`src/fpb_pkg.sv`:
```
package fpb_pkg;

  ////////////////////////////////////////////////////////////////////////////
  // Register offsets
  localparam logic [7:0] ADDR_CONFIGURATION = 8'h00;
  localparam logic [7:0] ADDR_PICTURE_FRAME_SELECT = 8'h01;
  localparam logic [7:0] ADDR_PLAYBACK_LOOP_FRAME_COUNT = 8'h02;
  localparam logic [7:0] ADDR_PLAYBACK_FRAME_DELAY = 8'h03;
  localparam logic [7:0] ADDR_GLOBAL_CURRENT_LEVEL = 8'h04;
  localparam logic [7:0] ADDR_DISPLAY_OPTIONS = 8'h05;
  localparam logic [7:0] ADDR_FRAME_STATE = 8'h07;

  // Writable bits; reserved bits are stored as zero
  localparam logic [7:0] WMASK_CONFIGURATION = 8'hDF;
  localparam logic [7:0] WMASK_PICTURE_FRAME_SELECT = 8'h07;
  localparam logic [7:0] WMASK_PLAYBACK_LOOP_FRAME_COUNT = 8'h77;
  localparam logic [7:0] WMASK_PLAYBACK_FRAME_DELAY = 8'h3F;
  localparam logic [7:0] WMASK_GLOBAL_CURRENT_LEVEL = 8'hFF;
  localparam logic [7:0] WMASK_DISPLAY_OPTIONS = 8'h2F;

  // Reset values
  localparam logic [7:0] RST_REG = 8'h00;

  ////////////////////////////////////////////////////////////////////////////
  // Field positions
  localparam int SYNC_LSB = 6;
  localparam int MODE_LSB = 3;
  localparam int START_LSB = 0;
  localparam int PICTURE_LSB = 0;
  localparam int LOOP_LSB = 4;
  localparam int FRAMES_LSB = 0;
  localparam int HOLD_LSB = 0;
  localparam int SHARED_BIT = 5;
  localparam int BLINK_EN_BIT = 3;
  localparam int BLINK_PER_LSB = 0;
  localparam int DONE_BIT = 4;
  localparam int CUR_LSB = 0;

  // Sync role and display mode codes
  localparam logic [1:0] SYNC_MASTER = 2'h1;
  localparam logic [1:0] SYNC_SLAVE = 2'h2;
  localparam logic [1:0] MODE_PICTURE = 2'h0;
  localparam logic [1:0] MODE_AUTO = 2'h1;

  // Zero codes standing for full counts
  localparam logic [6:0] HOLD_ZERO_UNITS = 7'h40;
  localparam logic [3:0] FRAMES_ZERO_COUNT = 4'h8;

  ////////////////////////////////////////////////////////////////////////////
  // Timing
  localparam int CLK_MHZ = 250;
  localparam int FRAME_UNIT_MS = 11;
  localparam int BLINK_UNIT_MS = 270;
  localparam int FRAME_UNIT_CYCLES = FRAME_UNIT_MS * 1000 * CLK_MHZ;
  localparam int BLINK_HALF_CYCLES = (BLINK_UNIT_MS * 1000 * CLK_MHZ) / 2;

  ////////////////////////////////////////////////////////////////////////////
  // Playback sequencer states
  typedef enum logic [2:0] {
    ST_IDLE = 3'b001,
    ST_PLAY = 3'b010,
    ST_DONE = 3'b100
  } play_state_e;

endpackage

```
`src/tick_if.sv`:
```
`timescale 1ns/1ps
// Timebase hand-off between the register bank and its tick generator
interface tick_if;
  logic use_ext; // Slave role: count master clock edges
  logic ext_edge; // One change seen on the sync pin
  logic unit_tick; // One frame-delay unit elapsed
  logic half_blink_tick; // Half a blink unit elapsed

  modport gen (
    input use_ext,
    input ext_edge,
    output unit_tick,
    output half_blink_tick
  );

  modport user (
    output use_ext,
    output ext_edge,
    input unit_tick,
    input half_blink_tick
  );
endinterface

```
`src/tick_gen.sv`:
```
`timescale 1ns/1ps
module tick_gen #(
  parameter int unsigned UNIT_CYCLES = 2750000,
  parameter int unsigned BLINK_CYCLES = 33750000
) (
  input wire logic clk_i,
  input wire logic rst_i,
  input wire logic en_i,
  tick_if.gen tk
);
  import fpb_pkg::*;

  logic [31:0] unit_cnt_reg; // Cycles into the current unit
  logic [31:0] unit_cnt_next;
  logic [31:0] blink_cnt_reg; // Cycles into the current half blink unit
  logic [31:0] blink_cnt_next;
  logic unit_tick_reg;
  logic unit_tick_next;
  logic blink_tick_reg;
  logic blink_tick_next;

  ////////////////////////////////////////////////////////////////////////////
  // Next counts; in slave role the master clock replaces the divider
  always_comb begin
    unit_cnt_next = unit_cnt_reg;
    unit_tick_next = 1'b0;
    blink_cnt_next = blink_cnt_reg + 32'h1;
    blink_tick_next = 1'b0;
    if (tk.use_ext) begin
      unit_cnt_next = 32'h0;
      unit_tick_next = tk.ext_edge;
    end else if (unit_cnt_reg >= UNIT_CYCLES - 1) begin
      unit_cnt_next = 32'h0;
      unit_tick_next = 1'b1;
    end else begin
      unit_cnt_next = unit_cnt_reg + 32'h1;
    end
    // Blink base stays local; not phase locked across a cascade
    if (blink_cnt_reg >= BLINK_CYCLES - 1) begin
      blink_cnt_next = 32'h0;
      blink_tick_next = 1'b1;
    end
  end

  // Register the counters
  always_ff @(posedge clk_i or posedge rst_i) begin
    if (rst_i) begin
      unit_cnt_reg <= 32'h0;
      blink_cnt_reg <= 32'h0;
      unit_tick_reg <= 1'b0;
      blink_tick_reg <= 1'b0;
    end else if (en_i) begin
      unit_cnt_reg <= unit_cnt_next;
      blink_cnt_reg <= blink_cnt_next;
      unit_tick_reg <= unit_tick_next;
      blink_tick_reg <= blink_tick_next;
    end
  end

  assign tk.unit_tick = unit_tick_reg;
  assign tk.half_blink_tick = blink_tick_reg;

  // Local divider never exceeds its period
  chk_unit_bound: assert property (@(posedge clk_i) disable iff (rst_i)
    unit_cnt_reg < UNIT_CYCLES) else $error("unit counter ran past period");
endmodule

```
`src/frame_playback_function_regs.sv`:
```
`timescale 1ns/1ps
module frame_playback_function_regs #(
  parameter int unsigned FRAME_UNIT_CYCLES = fpb_pkg::FRAME_UNIT_CYCLES,
  parameter int unsigned BLINK_HALF_CYCLES = fpb_pkg::BLINK_HALF_CYCLES
) (
  input wire logic clk_i,
  input wire logic rst_i,
  input wire logic en_i,
  input wire logic [7:0] reg_addr_i,
  input wire logic [7:0] reg_wdata_i,
  input wire logic reg_wr_i,
  input wire logic reg_rd_i,
  output logic [7:0] reg_rdata_o,
  input wire logic sync_i,
  output logic sync_o,
  output logic sync_oe_o,
  output logic [2:0] display_frame_o,
  output logic [2:0] intensity_frame_o,
  output logic [7:0] global_current_o,
  output logic blink_on_o,
  output logic audio_mode_o
);
  import fpb_pkg::*;

  ////////////////////////////////////////////////////////////////////////////
  // Helpers

  // Hold units for a delay code; zero means the longest hold
  function automatic logic [6:0] hold_units(input logic [5:0] code);
    hold_units = (code == 6'h00) ? HOLD_ZERO_UNITS : {1'b0, code};
  endfunction

  // Frames per loop for a count code; zero means all frames
  function automatic logic [3:0] frames_in_loop(input logic [2:0] code);
    frames_in_loop = (code == 3'h0) ? FRAMES_ZERO_COUNT : {1'b0, code};
  endfunction

  ////////////////////////////////////////////////////////////////////////////
  // Declarations
  tick_if tk ();

  logic [7:0] configuration_reg;
  logic [7:0] configuration_next;
  logic [7:0] picture_frame_select_reg;
  logic [7:0] picture_frame_select_next;
  logic [7:0] playback_loop_frame_count_reg;
  logic [7:0] playback_loop_frame_count_next;
  logic [7:0] playback_frame_delay_reg;
  logic [7:0] playback_frame_delay_next;
  logic [7:0] global_current_level_reg;
  logic [7:0] global_current_level_next;
  logic [7:0] display_options_reg;
  logic [7:0] display_options_next;
  logic [7:0] rdata_reg; // Read answer, held until next read
  logic [7:0] rdata_next;

  play_state_e state_reg;
  play_state_e state_next;
  logic [2:0] cur_reg; // Frame on display, code n is frame n+1
  logic [2:0] cur_next;
  logic [3:0] shown_reg; // Frames shown in the current loop
  logic [3:0] shown_next;
  logic [2:0] loops_reg; // Loops completed
  logic [2:0] loops_next;
  logic [6:0] delay_reg; // Units elapsed on the current frame
  logic [6:0] delay_next;
  logic done_reg; // Movie finished flag
  logic done_next;

  logic [2:0] blink_half_reg; // Half units into the current blink half
  logic [2:0] blink_half_next;
  logic blink_phase_reg;
  logic blink_phase_next;

  logic sync_d_reg; // Previous sync pin level, for edge detect
  logic sync_out_reg;
  logic sync_out_next;
  logic sync_oe_reg;
  logic sync_oe_next;
  logic [2:0] intensity_reg;
  logic [2:0] intensity_next;
  logic [7:0] gcc_out_reg;
  logic blink_on_reg;
  logic blink_on_next;
  logic audio_reg;

  // Field views
  logic [1:0] sync_role;
  logic [1:0] display_mode;
  logic [2:0] start_frame_sel;
  logic [2:0] picture_frame_sel;
  logic [2:0] loop_count_sel;
  logic [2:0] frame_count_sel;
  logic [5:0] frame_hold_time;
  logic shared_intensity;
  logic blink_enable;
  logic [2:0] blink_period;

  // Bus decode and sequencer events
  logic wr_cfg;
  logic rd_state;
  logic advance;
  logic loop_end;
  logic set_done;

  assign sync_role = configuration_reg[SYNC_LSB +: 2];
  assign display_mode = configuration_reg[MODE_LSB +: 2];
  assign start_frame_sel = configuration_reg[START_LSB +: 3];
  assign picture_frame_sel = picture_frame_select_reg[PICTURE_LSB +: 3];
  assign loop_count_sel = playback_loop_frame_count_reg[LOOP_LSB +: 3];
  assign frame_count_sel = playback_loop_frame_count_reg[FRAMES_LSB +: 3];
  assign frame_hold_time = playback_frame_delay_reg[HOLD_LSB +: 6];
  assign shared_intensity = display_options_reg[SHARED_BIT];
  assign blink_enable = display_options_reg[BLINK_EN_BIT];
  assign blink_period = display_options_reg[BLINK_PER_LSB +: 3];

  assign wr_cfg = reg_wr_i && (reg_addr_i == ADDR_CONFIGURATION);
  assign rd_state = reg_rd_i && (reg_addr_i == ADDR_FRAME_STATE);

  ////////////////////////////////////////////////////////////////////////////
  // Timebase; slave role counts changes of the master clock pin
  assign tk.use_ext = (sync_role == SYNC_SLAVE);
  assign tk.ext_edge = sync_i ^ sync_d_reg;

  tick_gen #(
    .UNIT_CYCLES(FRAME_UNIT_CYCLES),
    .BLINK_CYCLES(BLINK_HALF_CYCLES)
  ) u_tick_gen (
    .clk_i(clk_i),
    .rst_i(rst_i),
    .en_i(en_i),
    .tk(tk)
  );

  ////////////////////////////////////////////////////////////////////////////
  // Register file: masked writes, registered reads
  always_comb begin
    configuration_next = configuration_reg;
    picture_frame_select_next = picture_frame_select_reg;
    playback_loop_frame_count_next = playback_loop_frame_count_reg;
    playback_frame_delay_next = playback_frame_delay_reg;
    global_current_level_next = global_current_level_reg;
    display_options_next = display_options_reg;
    rdata_next = rdata_reg;
    if (reg_wr_i) begin
      case (reg_addr_i)
        ADDR_CONFIGURATION: configuration_next = reg_wdata_i & WMASK_CONFIGURATION;
        ADDR_PICTURE_FRAME_SELECT: picture_frame_select_next = reg_wdata_i & WMASK_PICTURE_FRAME_SELECT;
        ADDR_PLAYBACK_LOOP_FRAME_COUNT: begin
          playback_loop_frame_count_next = reg_wdata_i & WMASK_PLAYBACK_LOOP_FRAME_COUNT;
        end
        ADDR_PLAYBACK_FRAME_DELAY: playback_frame_delay_next = reg_wdata_i & WMASK_PLAYBACK_FRAME_DELAY;
        ADDR_GLOBAL_CURRENT_LEVEL: global_current_level_next = reg_wdata_i & WMASK_GLOBAL_CURRENT_LEVEL;
        ADDR_DISPLAY_OPTIONS: display_options_next = reg_wdata_i & WMASK_DISPLAY_OPTIONS;
        default: begin
          // Unmapped or read-only: write ignored
        end
      endcase
    end
    if (reg_rd_i) begin
      case (reg_addr_i)
        ADDR_CONFIGURATION: rdata_next = configuration_reg;
        ADDR_PICTURE_FRAME_SELECT: rdata_next = picture_frame_select_reg;
        ADDR_PLAYBACK_LOOP_FRAME_COUNT: rdata_next = playback_loop_frame_count_reg;
        ADDR_PLAYBACK_FRAME_DELAY: rdata_next = playback_frame_delay_reg;
        ADDR_GLOBAL_CURRENT_LEVEL: rdata_next = global_current_level_reg;
        ADDR_DISPLAY_OPTIONS: rdata_next = display_options_reg;
        ADDR_FRAME_STATE: begin
          rdata_next = 8'h00;
          rdata_next[DONE_BIT] = done_reg;
          rdata_next[CUR_LSB +: 3] = cur_reg;
        end
        default: rdata_next = 8'h00;
      endcase
    end
  end

  // Register file storage
  always_ff @(posedge clk_i or posedge rst_i) begin
    if (rst_i) begin
      configuration_reg <= RST_REG;
      picture_frame_select_reg <= RST_REG;
      playback_loop_frame_count_reg <= RST_REG;
      playback_frame_delay_reg <= RST_REG;
      global_current_level_reg <= RST_REG;
      display_options_reg <= RST_REG;
      rdata_reg <= RST_REG;
    end else if (en_i) begin
      configuration_reg <= configuration_next;
      picture_frame_select_reg <= picture_frame_select_next;
      playback_loop_frame_count_reg <= playback_loop_frame_count_next;
      playback_frame_delay_reg <= playback_frame_delay_next;
      global_current_level_reg <= global_current_level_next;
      display_options_reg <= display_options_next;
      rdata_reg <= rdata_next;
    end
  end

  ////////////////////////////////////////////////////////////////////////////
  // Playback sequencer
  // advance once hold units elapse
  assign advance = (state_reg == ST_PLAY) && tk.unit_tick &&
                   ((delay_reg + 7'h01) == hold_units(frame_hold_time));
  // loop ends after its frame count
  assign loop_end = advance && (shown_reg == frames_in_loop(frame_count_sel));
  assign set_done = loop_end && (loop_count_sel != 3'h0) &&
                    (3'(loops_reg + 3'h1) == loop_count_sel);

  always_comb begin
    state_next = state_reg;
    cur_next = cur_reg;
    shown_next = shown_reg;
    loops_next = loops_reg;
    delay_next = delay_reg;
    done_next = set_done | (done_reg & ~rd_state);
    if (display_mode == MODE_PICTURE) begin
      state_next = ST_IDLE;
      cur_next = picture_frame_sel;
    end else if (display_mode != MODE_AUTO) begin
      // audio playback lies outside this bank; frame held
      state_next = ST_IDLE;
    end else if (wr_cfg) begin
      // Config rewrite: new fields land only at this edge, so reload next cycle
      state_next = ST_IDLE;
    end else if (state_reg == ST_IDLE) begin
      state_next = ST_PLAY;
      cur_next = start_frame_sel;
      shown_next = 4'h1;
      loops_next = 3'h0;
      delay_next = 7'h00;
    end else if (state_reg == ST_PLAY && tk.unit_tick) begin
      delay_next = advance ? 7'h00 : 7'(delay_reg + 7'h01);
      if (set_done) begin
        state_next = ST_DONE;
        cur_next = 3'(start_frame_sel + frame_count_sel);
      end else if (loop_end) begin
        cur_next = start_frame_sel;
        shown_next = 4'h1;
        loops_next = 3'(loops_reg + 3'h1);
      end else if (advance) begin
        // next frame, eight wraps to one
        cur_next = 3'(cur_reg + 3'h1);
        shown_next = 4'(shown_reg + 4'h1);
      end
    end
  end

  // Sequencer state
  always_ff @(posedge clk_i or posedge rst_i) begin
    if (rst_i) begin
      state_reg <= ST_IDLE;
      cur_reg <= 3'h0;
      shown_reg <= 4'h1;
      loops_reg <= 3'h0;
      delay_reg <= 7'h00;
      done_reg <= 1'b0;
    end else if (en_i) begin
      state_reg <= state_next;
      cur_reg <= cur_next;
      shown_reg <= shown_next;
      loops_reg <= loops_next;
      delay_reg <= delay_next;
      done_reg <= done_next;
    end
  end

  ////////////////////////////////////////////////////////////////////////////
  // Blink phase; period zero leaves outputs steady on
  always_comb begin
    blink_half_next = blink_half_reg;
    blink_phase_next = blink_phase_reg;
    if (!blink_enable || blink_period == 3'h0) begin
      blink_half_next = 3'h0;
      blink_phase_next = 1'b1;
    end else if (tk.half_blink_tick) begin
      if (3'(blink_half_reg + 3'h1) >= blink_period) begin
        blink_half_next = 3'h0;
        blink_phase_next = ~blink_phase_reg;
      end else begin
        blink_half_next = 3'(blink_half_reg + 3'h1);
      end
    end
  end

  ////////////////////////////////////////////////////////////////////////////
  // Output stage, every output from a flop
  always_comb begin
    sync_oe_next = (sync_role == SYNC_MASTER);
    sync_out_next = sync_out_reg;
    if (sync_role == SYNC_MASTER && tk.unit_tick) begin
      sync_out_next = ~sync_out_reg; // One change per unit for the slaves
    end
    intensity_next = shared_intensity ? 3'h0 : cur_next;
    blink_on_next = blink_phase_next;
  end

  // Output flops
  always_ff @(posedge clk_i or posedge rst_i) begin
    if (rst_i) begin
      blink_half_reg <= 3'h0;
      blink_phase_reg <= 1'b1;
      sync_d_reg <= 1'b0;
      sync_out_reg <= 1'b0;
      sync_oe_reg <= 1'b0;
      intensity_reg <= 3'h0;
      gcc_out_reg <= 8'h00;
      blink_on_reg <= 1'b1;
      audio_reg <= 1'b0;
    end else if (en_i) begin
      blink_half_reg <= blink_half_next;
      blink_phase_reg <= blink_phase_next;
      sync_d_reg <= sync_i;
      sync_out_reg <= sync_out_next;
      sync_oe_reg <= sync_oe_next;
      intensity_reg <= intensity_next;
      gcc_out_reg <= global_current_level_reg;
      blink_on_reg <= blink_on_next;
      audio_reg <= display_mode[1];
    end
  end

  assign reg_rdata_o = rdata_reg;
  assign sync_o = sync_out_reg;
  assign sync_oe_o = sync_oe_reg;
  assign display_frame_o = cur_reg;
  assign intensity_frame_o = intensity_reg;
  assign global_current_o = gcc_out_reg;
  assign blink_on_o = blink_on_reg;
  assign audio_mode_o = audio_reg;

  ////////////////////////////////////////////////////////////////////////////
  // Checks
  chk_sync_drive_role: assert property (@(posedge clk_i) disable iff (rst_i)
    en_i |=> (sync_oe_o == ($past(sync_role) == SYNC_MASTER))) else $error("sync drive does not match role");

  chk_picture_frame_shown: assert property (@(posedge clk_i) disable iff (rst_i)
    en_i && display_mode == MODE_PICTURE |=> display_frame_o == $past(picture_frame_sel))
    else $error("picture mode shows wrong frame");

  chk_start_frame_load: assert property (@(posedge clk_i) disable iff (rst_i)
    en_i && display_mode == MODE_AUTO && state_reg == ST_IDLE && !wr_cfg |=>
    state_reg == ST_PLAY && cur_reg == $past(start_frame_sel)) else $error("playback did not begin at start");

  chk_hold_units_met: assert property (@(posedge clk_i) disable iff (rst_i)
    en_i && state_reg == ST_PLAY && !advance && !wr_cfg && display_mode == MODE_AUTO |=>
    cur_reg == $past(cur_reg)) else $error("frame moved before hold elapsed");

  chk_frame_wrap_step: assert property (@(posedge clk_i) disable iff (rst_i)
    en_i && advance && !loop_end && !wr_cfg && display_mode == MODE_AUTO |=>
    cur_reg == 3'($past(cur_reg) + 3'h1)) else $error("frame step wrong");

  chk_loop_frames_bound: assert property (@(posedge clk_i) disable iff (rst_i)
    state_reg == ST_PLAY && !$changed(playback_loop_frame_count_reg) |->
    shown_reg <= frames_in_loop(frame_count_sel)) else $error("loop showed too many frames");

  chk_halt_rest_frame: assert property (@(posedge clk_i) disable iff (rst_i)
    en_i && set_done && !wr_cfg |=> state_reg == ST_DONE &&
    cur_reg == 3'($past(start_frame_sel) + $past(frame_count_sel))) else $error("halt frame wrong");

  chk_endless_never_done: assert property (@(posedge clk_i) disable iff (rst_i)
    en_i && loop_count_sel == 3'h0 && state_reg == ST_PLAY && !wr_cfg && display_mode == MODE_AUTO |=>
    state_reg == ST_PLAY) else $error("endless playback finished");

  chk_done_read_clear: assert property (@(posedge clk_i) disable iff (rst_i)
    en_i && rd_state && !set_done |=> !done_reg ##0 rdata_reg[DONE_BIT] == $past(done_reg))
    else $error("finished flag not reported or cleared");

  chk_shared_frame_one: assert property (@(posedge clk_i) disable iff (rst_i)
    en_i && shared_intensity |=> intensity_frame_o == 3'h0) else $error("shared intensity not frame one");

  chk_gcc_follow: assert property (@(posedge clk_i) disable iff (rst_i)
    en_i |=> global_current_o == $past(global_current_level_reg)) else $error("current level not passed");

  chk_blink_off_steady: assert property (@(posedge clk_i) disable iff (rst_i)
    en_i && !blink_enable |=> blink_on_o) else $error("blink toggled while disabled");
endmodule

```
`config.mk`:
```
export PLATFORM = sky130hd
export DESIGN_NAME = frame_playback_function_regs
export DESIGN_NICKNAME = d
export VERILOG_FILES = /design/src/fpb_pkg.sv /design/src/tick_if.sv /design/src/tick_gen.sv /design/src/frame_playback_function_regs.sv
export SDC_FILE = /design/constraint.sdc
export NUM_CORES = 1
export LEC_CHECK = 0
export BUFFER_PORTS_ARGS = -buffer_cell sky130_fd_sc_hd__buf_4
export CELL_PAD_IN_SITES_DETAIL_PLACEMENT = 0
export CELL_PAD_IN_SITES_GLOBAL_PLACEMENT = 1
export CORE_ASPECT_RATIO = 1.5
export CORE_UTILIZATION = 52
export DETAILED_ROUTE_END_ITERATION = 10
export PLACE_DENSITY = 0.82
export SLEW_MARGIN = 25
export SYNTH_ARGS = -nofsm -noshare
export SYNTH_HDL_FRONTEND = slang
export SYNTH_SLANG_ARGS = --single-unit
```
`constraint.sdc`:
```
create_clock -name clk_i -period 11.5 [get_ports clk_i]
set_input_delay 0.575 -clock clk_i [delete_from_list [all_inputs] [get_ports clk_i]]
set_output_delay 0.575 -clock clk_i [all_outputs]
set_load 0.01 [all_outputs]
```
# Yosys cells after proc, flatten, opt, wreduce, memory -nomap -nowiden
# Index checks and enable logic that the tools add are counted.
dict set report op_classes {
  n_addsub 8
  n_eq_ne 15
  muxes 42
  bitwise_logic 9
  n_lt_le_gt_ge 3
  n_reduce_logical 37
}
# cell n
set ops {}
lappend ops {{32-bit 2-to-1 mux} 3}
lappend ops {{3-bit 2-to-1 mux} 22}
lappend ops {{32-bit by 1-bit adder with 32-bit output, second input constant} 2}
lappend ops {{8-bit case mux with 7 select lines} 1}
lappend ops {{32-bit by 22-bit greater-or-equal comparator with 1-bit output, second input constant} 1}
lappend ops {{32-bit by 26-bit greater-or-equal comparator with 1-bit output, second input constant} 1}
lappend ops {{7-bit 2-to-1 mux} 4}
lappend ops {{8-bit by 3-bit == test with 1-bit output, second input constant} 3}
lappend ops {{4-bit 2-to-1 mux} 6}
lappend ops {{3-bit AND reduction} 8}
lappend ops {{8-bit by 2-bit == test with 1-bit output, second input constant} 2}
lappend ops {{7-bit AND reduction} 2}
lappend ops {{5-bit nonzero test} 2}
lappend ops {{3-bit by 1-bit adder with 3-bit output, second input constant} 3}
lappend ops {{8-bit by 1-bit == test with 1-bit output, second input constant} 1}
lappend ops {{1-bit logical AND} 8}
lappend ops {{8-bit logical NOT} 1}
lappend ops {{2-bit nonzero test} 4}
lappend ops {{7-bit by 1-bit adder with 7-bit output, second input constant} 1}
lappend ops {{7-bit == test} 1}
lappend ops {{3-bit logical NOT} 2}
lappend ops {{6-bit logical NOT} 1}
lappend ops {{1-bit 2-to-1 mux} 6}
lappend ops {{1-bit inverter} 6}
lappend ops {{other kinds (19)} 23}
dict set report totals {
  in_bits 22
  output_inout_bits 26
  elab_cells 139
  register_bits 149
}

# Logic depth before layout (Yosys ltp)
# Gate-level depths: netlist of the first run.
dict set report logic_depth {
  ltp_word 14
  mapped_depth 10
  mapped_depth_nobuf 8
}

# Cells and area by module
# Synthesis of the first run repeated with hierarchy kept, for this count alone.
dict set report unflattened {
  hier_cells 811
  hier_area_um2 8087.8
}
# module seq_area_each_um2 instances area_each_um2 cells_per_inst
set by_module_without_submodules {}
lappend by_module_without_submodules {frame_playback_function_regs 2080.7 1 4643.2 456}
lappend by_module_without_submodules {tick_gen 1651.6 1 3444.6 355}

# Worst setup path before layout of the first run
# OpenSTA, ideal clock, no wires.
dict set report synth_path {
  kind {reg-to-reg}
  from {register delay_reg[0]}
  to {register intensity_reg[0] (netlist: intensity_frame_o[0])}
  arrival_time_ps 2470
  path_buffers 1
  path_stages_with_launch 10
  setup_ps 104
  path_slack_ps 8926
  period_less_slack_ps 2574
  required_ps 11396
  cell_sequence {dfrtp_1 -> ha_1 -> and3_1 -> and3_1 -> buf_4 -> xnor3_1 -> or4_1 -> o221ai_2 -> a21oi_2 -> o41ai_2}
}
dict set report synth_between {
  elab_chain_cells 13
  elab_cells_between_ends 15
  classes_between {add/sub (1); eq/ne (1); mux (9); reduce/logical (4)}
}
# element line_no
set synth_lines {}
lappend synth_lines {{from (decl)} frame_playback_function_regs.sv:65} ;# logic [6:0] delay_reg;
lappend synth_lines {{from (signal assigned)} frame_playback_function_regs.sv:262} ;# delay_reg <= delay_next;
lappend synth_lines {{7-bit by 1-bit adder with 7-bit output (*)} frame_playback_function_regs.sv:203} ;# ((delay_reg + 7'h01) == hold_units(frame_hold_time));
lappend synth_lines {{7-bit == test (*)} frame_playback_function_regs.sv:203}
lappend synth_lines {{1-bit logical AND (*)} frame_playback_function_regs.sv:202} ;# assign advance = (state_reg == ST_PLAY) && tk.unit_tick &&
lappend synth_lines {{1-bit logical AND} frame_playback_function_regs.sv:205} ;# assign loop_end = advance && (shown_reg == frames_in_loop(frame_count_sel));
lappend synth_lines {{1-bit logical AND (2 in series)} frame_playback_function_regs.sv:206} ;# assign set_done = loop_end && (loop_count_sel != 3'h0) &&
lappend synth_lines {{3-bit 2-to-1 mux (*)} frame_playback_function_regs.sv:233} ;# if (set_done) begin
lappend synth_lines {{3-bit 2-to-1 mux (*)} frame_playback_function_regs.sv:231} ;# end else if (state_reg == ST_PLAY && tk.unit_tick) begin
lappend synth_lines {{3-bit 2-to-1 mux (*)} frame_playback_function_regs.sv:225} ;# end else if (state_reg == ST_IDLE) begin
lappend synth_lines {{3-bit 2-to-1 mux (*)} frame_playback_function_regs.sv:222} ;# end else if (wr_cfg) begin
lappend synth_lines {{3-bit 2-to-1 mux (*)} frame_playback_function_regs.sv:219} ;# end else if (display_mode != MODE_AUTO) begin
lappend synth_lines {{3-bit 2-to-1 mux (*)} frame_playback_function_regs.sv:216} ;# if (display_mode == MODE_PICTURE) begin
lappend synth_lines {{3-bit 2-to-1 mux (*)} frame_playback_function_regs.sv:293} ;# intensity_next = shared_intensity ? 3'h0 : cur_next;
lappend synth_lines {{to (signal assigned)} frame_playback_function_regs.sv:315} ;# intensity_reg <= intensity_next;
lappend synth_lines {{to (decl)} frame_playback_function_regs.sv:80} ;# logic [2:0] intensity_reg;
# Every way passes the cells marked *; elsewhere a longest branch is shown, timed or not.
# A chain may end at the register's enable or synchronous reset.

# Worst setup path after layout of the first run
dict set report layout_path {
  from {register delay_reg[0]}
  to {register cur_reg[2] (netlist: display_frame_o[2])}
}
dict set report layout_between {
  elab_chain_cells 12
  elab_cells_between_ends 14
  classes_between {add/sub (1); eq/ne (1); mux (8); reduce/logical (4)}
}
# element line_no
set layout_lines {}
lappend layout_lines {{7-bit by 1-bit adder with 7-bit output (*)} frame_playback_function_regs.sv:203}
lappend layout_lines {{7-bit == test (*)} frame_playback_function_regs.sv:203}
lappend layout_lines {{1-bit logical AND (*)} frame_playback_function_regs.sv:202}
lappend layout_lines {{1-bit logical AND} frame_playback_function_regs.sv:205}
lappend layout_lines {{1-bit logical AND (2 in series)} frame_playback_function_regs.sv:206}
lappend layout_lines {{3-bit 2-to-1 mux (*)} frame_playback_function_regs.sv:233}
lappend layout_lines {{3-bit 2-to-1 mux (*)} frame_playback_function_regs.sv:231}
lappend layout_lines {{3-bit 2-to-1 mux (*)} frame_playback_function_regs.sv:225}
lappend layout_lines {{3-bit 2-to-1 mux (*)} frame_playback_function_regs.sv:222}
lappend layout_lines {{3-bit 2-to-1 mux (*)} frame_playback_function_regs.sv:219}
lappend layout_lines {{3-bit 2-to-1 mux (*)} frame_playback_function_regs.sv:216}
lappend layout_lines {{to (signal assigned)} frame_playback_function_regs.sv:259} ;# cur_reg <= cur_next;
lappend layout_lines {{to (decl)} frame_playback_function_regs.sv:59} ;# logic [2:0] cur_reg;
# Marked as above.

==> results of run 1 <==
metrics by stage:
stage	cell area (sq um)	hold WS, ns	util, %	worst slack, ns	cells
3_3_place_gp	8490	0.473	56.3	8.56	1013
6_report	9090	0.248	60.3	8.66	1045
3_5_place_dp	8490	0.469	56.3	8.49	1013
4_1_cts	9080	0.314	60.2	8.63	1045
5_1_grt	9090	0.332	60.3	8.43	1045
2_1_floorplan	8010	0.446	-	6.92	791
power breakdown:
| part | internal, uW | leakage [uW] | switching [uW] |
|---|---|---|---|
| clock network | 326 | 0.000280 | 230 |
| logic | 57.4 | 0.00197 | 72.6 |
| registers | 556 | 0.00201 | 42.4 |
cells in the mapped netlist, types with 8 or more instances:
library cell	number
dfrtp_1	146
nor2_1	80
nand2_1	59
mux2_2	50
o21ai_0	42
nand3_1	36
xor2_1	34
inv_1	25
and3_1	24
xnor2_1	22
a21oi_1	21
clkbuf_1	18
nand4_1	14
nor3_1	14
o31ai_1	14
a31oi_1	13
ha_1	11
nand2b_1	10
a22o_1	9
mux2i_1	9
and2_1	8
and4_1	8
nor4_1	8
worst max-delay path, delay by kind of cell (launching register included):
kind / cells / cell delay, ns
simple gates: 3 / 0.84
compound gates: 3 / 0.68
flops: 1 / 0.43
xor+xnor: 1 / 0.43
fa+ha+maj: 1 / 0.30
logic make-up (layout without fill, tap and decap cells):
logic type | Yosys count | after routing | synth area share [%]
multiplexers | 62 | 62 | 8.99
AO/OA/AOI/OAI | 154 | 154 | 12.9
XOR/XNOR | 58 | 58 | 6.73
AND/OR/NAND/NOR | 303 | 303 | 19.7
buffers and inverters | 53 | 108 | 3.15
flip-flops | 149 | 149 | 46.6
adder cells (fa/ha/maj) | 12 | 12 | 1.97
area by class of cell:
type,count,area share (%)
Inverter,25,1.09
Multi-Input combinational cell,589,44.4
Timing Repair Buffer,51,4.21
Clock buffer,18,4.83
Tap cell,199,2.74
Clock inverter,14,1.64
Sequential cell,149,41.1
how the worst max path moves through the flow:
stage	start	slack [ns]	cells past startpoint	endpoint
floorplan	rst_i	6.92	1	audio_mode_o
global route	u_tick_gen.unit_cnt_reg[0]	8.43	8	u_tick_gen.unit_cnt_reg[31]
CTS	u_tick_gen.unit_cnt_reg[0]	8.63	8	u_tick_gen.unit_cnt_reg[14]
global placement	reg_addr_i[3]	8.56	5	playback_loop_frame_count_reg[5]
finish	delay_reg[0]	8.66	8	display_frame_o[2]
detailed placement	reg_addr_i[3]	8.49	5	playback_loop_frame_count_reg[6]
metal layers:
metal  vias to the layer above  global-route usage (%)  wire, microns
met5                         -                       0              0
met4                         0                    6.64            175
met3                        20                    4.68            908
met2                       161                    44.0           9920
met1                      3132                    34.1           8270
li1                       2953                       -              -
==> flow_summary.json, run 1 <==
{
  "status": "completed",
  "dp_hpwl_mm": 13.5,
  "setup_viol": 0,
  "hp-class": "input port to async pin",
  "synth-edff-count": 0,
  "multiInputGateArea_sq_um": 4040,
  "core_area_sq_um": 15100,
  "clock-root-buffer": "clkbuf_16",
  "leakagePower_uw": 0.00426,
  "maxCapViolCount": 0,
  "drtIter0Drc": 368,
  "cts_max_path_buffers": 2,
  "seqCellArea_sq_um": 3730,
  "worst_setup_path_end_kind": "register",
  "cpMostUsedCell": "and3_1",
  "worst_slew_pin_slew_ns": 0.885,
  "period_share_pct": 24.7,
  "clock-sinks": 149,
  "numCtsBuffers": 17,
  "power.total_uw": 1280,
  "worstSetupPathType": "register to register",
  "synth_top_cell_by_area": "dfrtp_1",
  "grt_max_degree": 81,
  "critPathArrivalTime_ns": 3.12,
  "final_common_cell": "dfrtp_1",
  "die_w_microns": 103,
  "layout_common_cells": "dfrtp_1 (146), nor2_1 (80), nand2_1 (59), buf_4 (51), mux2_2 (50)",
  "path_cells": "ha_1 > and3_1 > and3_1 > xnor3_1 > nor3_2 > o211ai_1 > a211oi_1 > o22ai_1",
  "critPathMaxFanout": 7,
  "antenna_cells": 0,
  "ioPinCount": 48,
  "seq_area_frac_synth_pct": 46.6,
  "hold_buffers": 0,
  "syn_avg_cell_area_sq_um": 10.1,
  "grt_pass1_wl_mm": 31.7,
  "avgRoutedWirePerCell_microns": 18.4,
  "max_slew_margin_pct": 40.8,
  "nFillCells": 1267,
  "die_h_microns": 154,
  "regToRegEndpoint": "display_frame_o[2]",
  "synth_top_area_share_pct": 45.6,
  "die-area_sq_um": 15900,
  "finalCriticalPeriod_ns": 2.84,
  "cts-resized-gates": 0,
  "vias": 6266,
  "grt_pass1_vias": 6269,
  "synth_fp_nets": 825,
  "antenna_found_initial": 0,
  "ant_nets": 0,
  "initial_core_util_pct": 53.2,
  "synth_ff_type": "dfrtp_1",
  "final_nets": 867,
  "slew_viol_final": 0,
  "drive_gt1_share_pct": 19.4,
  "slowest_stage": "dfrtp_1",
  "grt_usage_pct": 26.0,
  "finalHoldViolations": 0,
  "rsz0062_at_grt": "false",
  "clock_latency_ns": 0.43,
  "io_buffer_count": 47,
  "cts_setup_buffers": 0,
  "vdd_ir_drop_max_mv": 0.0831,
  "grt_overflow": 0,
  "netlist_instances": 791,
  "async_flop_share_pct": 100,
  "clk_pin_slew_ns": 0.07,
  "routed_via_density": 6.00,
  "synth_area_leaders": "dfrtp_1 (46%), mux2_2 (7.0%), nor2_1 (3.7%)",
  "h-tree-depth": 4,
  "reg2reg_slack_ns": 8.66,
  "wirelength_mm": 19.3,
  "setup_tns_ns": 0,
  "reg2reg_depth": 8,
  "synth.distinct_cells": 76,
  "powerDensity_nw_per_um2": 141,
  "route.detailed.drc": 0,
  "yosys_register_bits": 149,
  "gp_congestion": 0.865,
  "synth_area_sq_um": 8010,
  "cts_tree": "built",
  "worstPathRequired_ns": 11.78,
  "fin_skew_ns": 0.0104,
  "synthToLayoutAreaGrowth_pct": 13.4,
  "fmax_mhz": 352,
  "dr.pass1.iters": 5,
  "slowest_delay_ns": 0.43,
  "r2r_start": "delay_reg[0]",
  "worst_setup_path_start_kind": "register",
  "num_rows": 55,
  "yosysWarningCount": 0
}
Power figures use the tool's default switching activity.
==> run 2: changes to the inputs <==
- CORE_UTILIZATION: 52 -> 49
- PLACE_DENSITY: 0.82 -> 0.78
- clock period: 11.5 -> 2.92 ns (I/O delays scaled with it)
==> run 2 against run 1 <==
Clock skew increased by 0.00088 ns. Count of clock-buffer cells in the layout decreased by 1. Flip-flop and latch count unchanged. Sequential power increased to 3.9 times the previous value.
==> flow_summary.json, run 2 (synthesis gave the netlist of run 1 again) <==
{
  "setup_viol": 0,
  "final_util_pct": 59.0,
  "antenna_found_initial": 0,
  "regToRegEndpoint": "intensity_frame_o[0]",
  "avgRoutedWirePerCell_microns": 18.5,
  "use_met2_pct": 43.4,
  "worstPathRequired_ns": 3.24,
  "seqCellArea_sq_um": 3730,
  "clock_latency_ns": 0.43,
  "antenna_cells": 0,
  "grt_pass1_wl_mm": 33.7,
  "worst_setup_path_start_kind": "register",
  "busiest_layer": "met2",
  "r2r_start": "delay_reg[0]",
  "hp-class": "input port to register",
  "cts_setup_buffers": 0,
  "worst_slew_pin_slew_ns": 0.581,
  "wirelength_mm": 19.9,
  "vdd_ir_drop_max_mv": 0.371,
  "grt_pass1_vias": 6682,
  "die_w_microns": 106,
  "grtUsageMet1_pct": 32.4,
  "status": "completed",
  "p_int_uw": 3650,
  "worstSetupPathType": "register to register",
  "die-area_sq_um": 16900,
  "clk_pin_slew_ns": 0.07,
  "grt_usage_pct": 25.7,
  "powerDensity_nw_per_um2": 546,
  "grt_max_degree": 47,
  "p_clk_share_pct": 43.1,
  "seqPwrFrac_pct": 46.3,
  "min_from": "reg_wdata_i[0]",
  "final_nets": 893,
  "drive_gt1_share_pct": 20.6,
  "clock-root-buffer": "clkbuf_16",
  "initial_core_util_pct": 50.6,
  "whs_endpoint": "display_options_reg[0]",
  "io_buffer_count": 47,
  "reg2reg_slack_ns": 0.23,
  "grtUsageMet3_pct": 4.99,
  "multiInputGateArea_sq_um": 4030,
  "critPathMaxFanout": 7,
  "p_comb_share_pct": 10.7,
  "switching_share_pct": 28.4,
  "fin_skew_ns": 0.0113,
  "leakagePower_uw": 0.00440,
  "numCtsBuffers": 17,
  "gp_congestion": 0.857,
  "grt_overflow": 0,
  "finalHoldViolations": 0,
  "synthToLayoutAreaGrowth_pct": 16.5,
  "period_share_pct": 92.1,
  "reg2reg_depth": 8,
  "layout_common_cells": "dfrtp_1 (146), nor2_1 (80), buf_4 (65), nand2_1 (59), mux2_2 (50)",
  "fmax_mhz": 372,
  "setup_tns_ns": 0,
  "num_rows": 56,
  "p_switching_uw": 1440,
  "nFillCells": 1395,
  "ant_nets": 0,
  "h-tree-depth": 4,
  "worst_setup_path_end_kind": "register",
  "timing.hold.worst_path_depth": 2,
  "max_slew_margin_pct": 61.0,
  "rsz0062_at_grt": "false",
  "die_h_microns": 159,
  "final_common_cell": "dfrtp_1",
  "drtIter0Drc": 397,
  "routed_via_density": 5.97,
  "cts_max_path_buffers": 2,
  "route.detailed.drc": 0,
  "clock-sinks": 149,
  "critPathArrivalTime_ns": 3.01,
  "cts_tree": "built",
  "slew_viol_final": 0,
  "ioPinCount": 48,
  "dr.pass1.iters": 5,
  "vias": 6417,
  "maxCapViolCount": 0,
  "core_area_sq_um": 15800,
  "finalCriticalPeriod_ns": 2.69,
  "dp_hpwl_mm": 14.4
}
[run 2: changes by cell type in the layout (fill, tap and decap cells not counted), moves of 2 or more]
cell / delta
buf_4: +14
buf_12: +3
clkinv_2: -2
dlygate4sd3_1: +9
clkinvlp_4: -3
clkinv_4: +2
inv_6: +2
inv_8: +3
[run 2: power by group through the flow]
stage	sequential (uW)	clock, uW	combinational, uW
4_1_cts	2360	2240	547
5_1_grt	2380	2320	621
2_1_floorplan	2340	0	380
3_5_place_dp	2390	0	536
3_3_place_gp	2380	0	511
6_report	2360	2190	543
[run 2: how the worst max path moves through the flow]
stage	cells after the start	to	startpoint
after detailed placement	8	intensity_frame_o[0]	delay_reg[0]
after global routing	8	display_frame_o[0]	delay_reg[0]
after CTS	8	intensity_frame_o[0]	delay_reg[0]
after floorplan	9	intensity_frame_o[0]	delay_reg[0]
after global placement	8	intensity_frame_o[0]	delay_reg[0]
final	8	intensity_frame_o[0]	delay_reg[0]
[run 2: worst max-delay path, stage by stage (launching register included)]
cell,delay [ns]
dfrtp_1,0.44
ha_2,0.28
and3_1,0.18
and3_1,0.27
xnor3_1,0.42
or4_1,0.44
o221ai_2,0.16
a21oi_2,0.09
o41ai_2,0.29
[run 2: per-stage QoR]
| step | worst slack, ns | hold slack, ns | instances | area, sq um | total power (uW) |
|---|---|---|---|---|---|
| final | 0.231 | 0.0331 | 1075 | 9340 | 5090 |
| after global routing | 0.0586 | 0.0196 | 1075 | 9340 | 5330 |
| after CTS | 0.194 | 0.0170 | 1074 | 9310 | 5140 |
| after detailed placement | 0.229 | 0.398 | 1033 | 8640 | 2930 |
| after global placement | 0.310 | 0.397 | 1033 | 8640 | 2890 |
| after floorplan | 0.346 | 0.263 | 791 | 8020 | 2720 |
[run 2: timing repair]
item,4_1_cts,5_1_grt
gates resized for setup,0,1
hold endpoints to repair,62,0
endpoints found under the setup margin,0,2
hold buffers,9,0
[run 2: cell type report]
cell class                 count  area share [%]
multi-input combinational    589            43.2
sequential                   149            40.0
timing repair buffer          77            6.84
clock buffer                  17            4.56
tap                          203            2.72
clock inverter                15            1.68
inverter                      25            1.05
[run 2: per-layer routing]
metal | up-vias | share of wire, %
met1 | 3222 | 44
li1 | 3010 | -
met4 | 0 | 2.4
met2 | 148 | 50
met3 | 37 | 3.6
met5 | - | 0
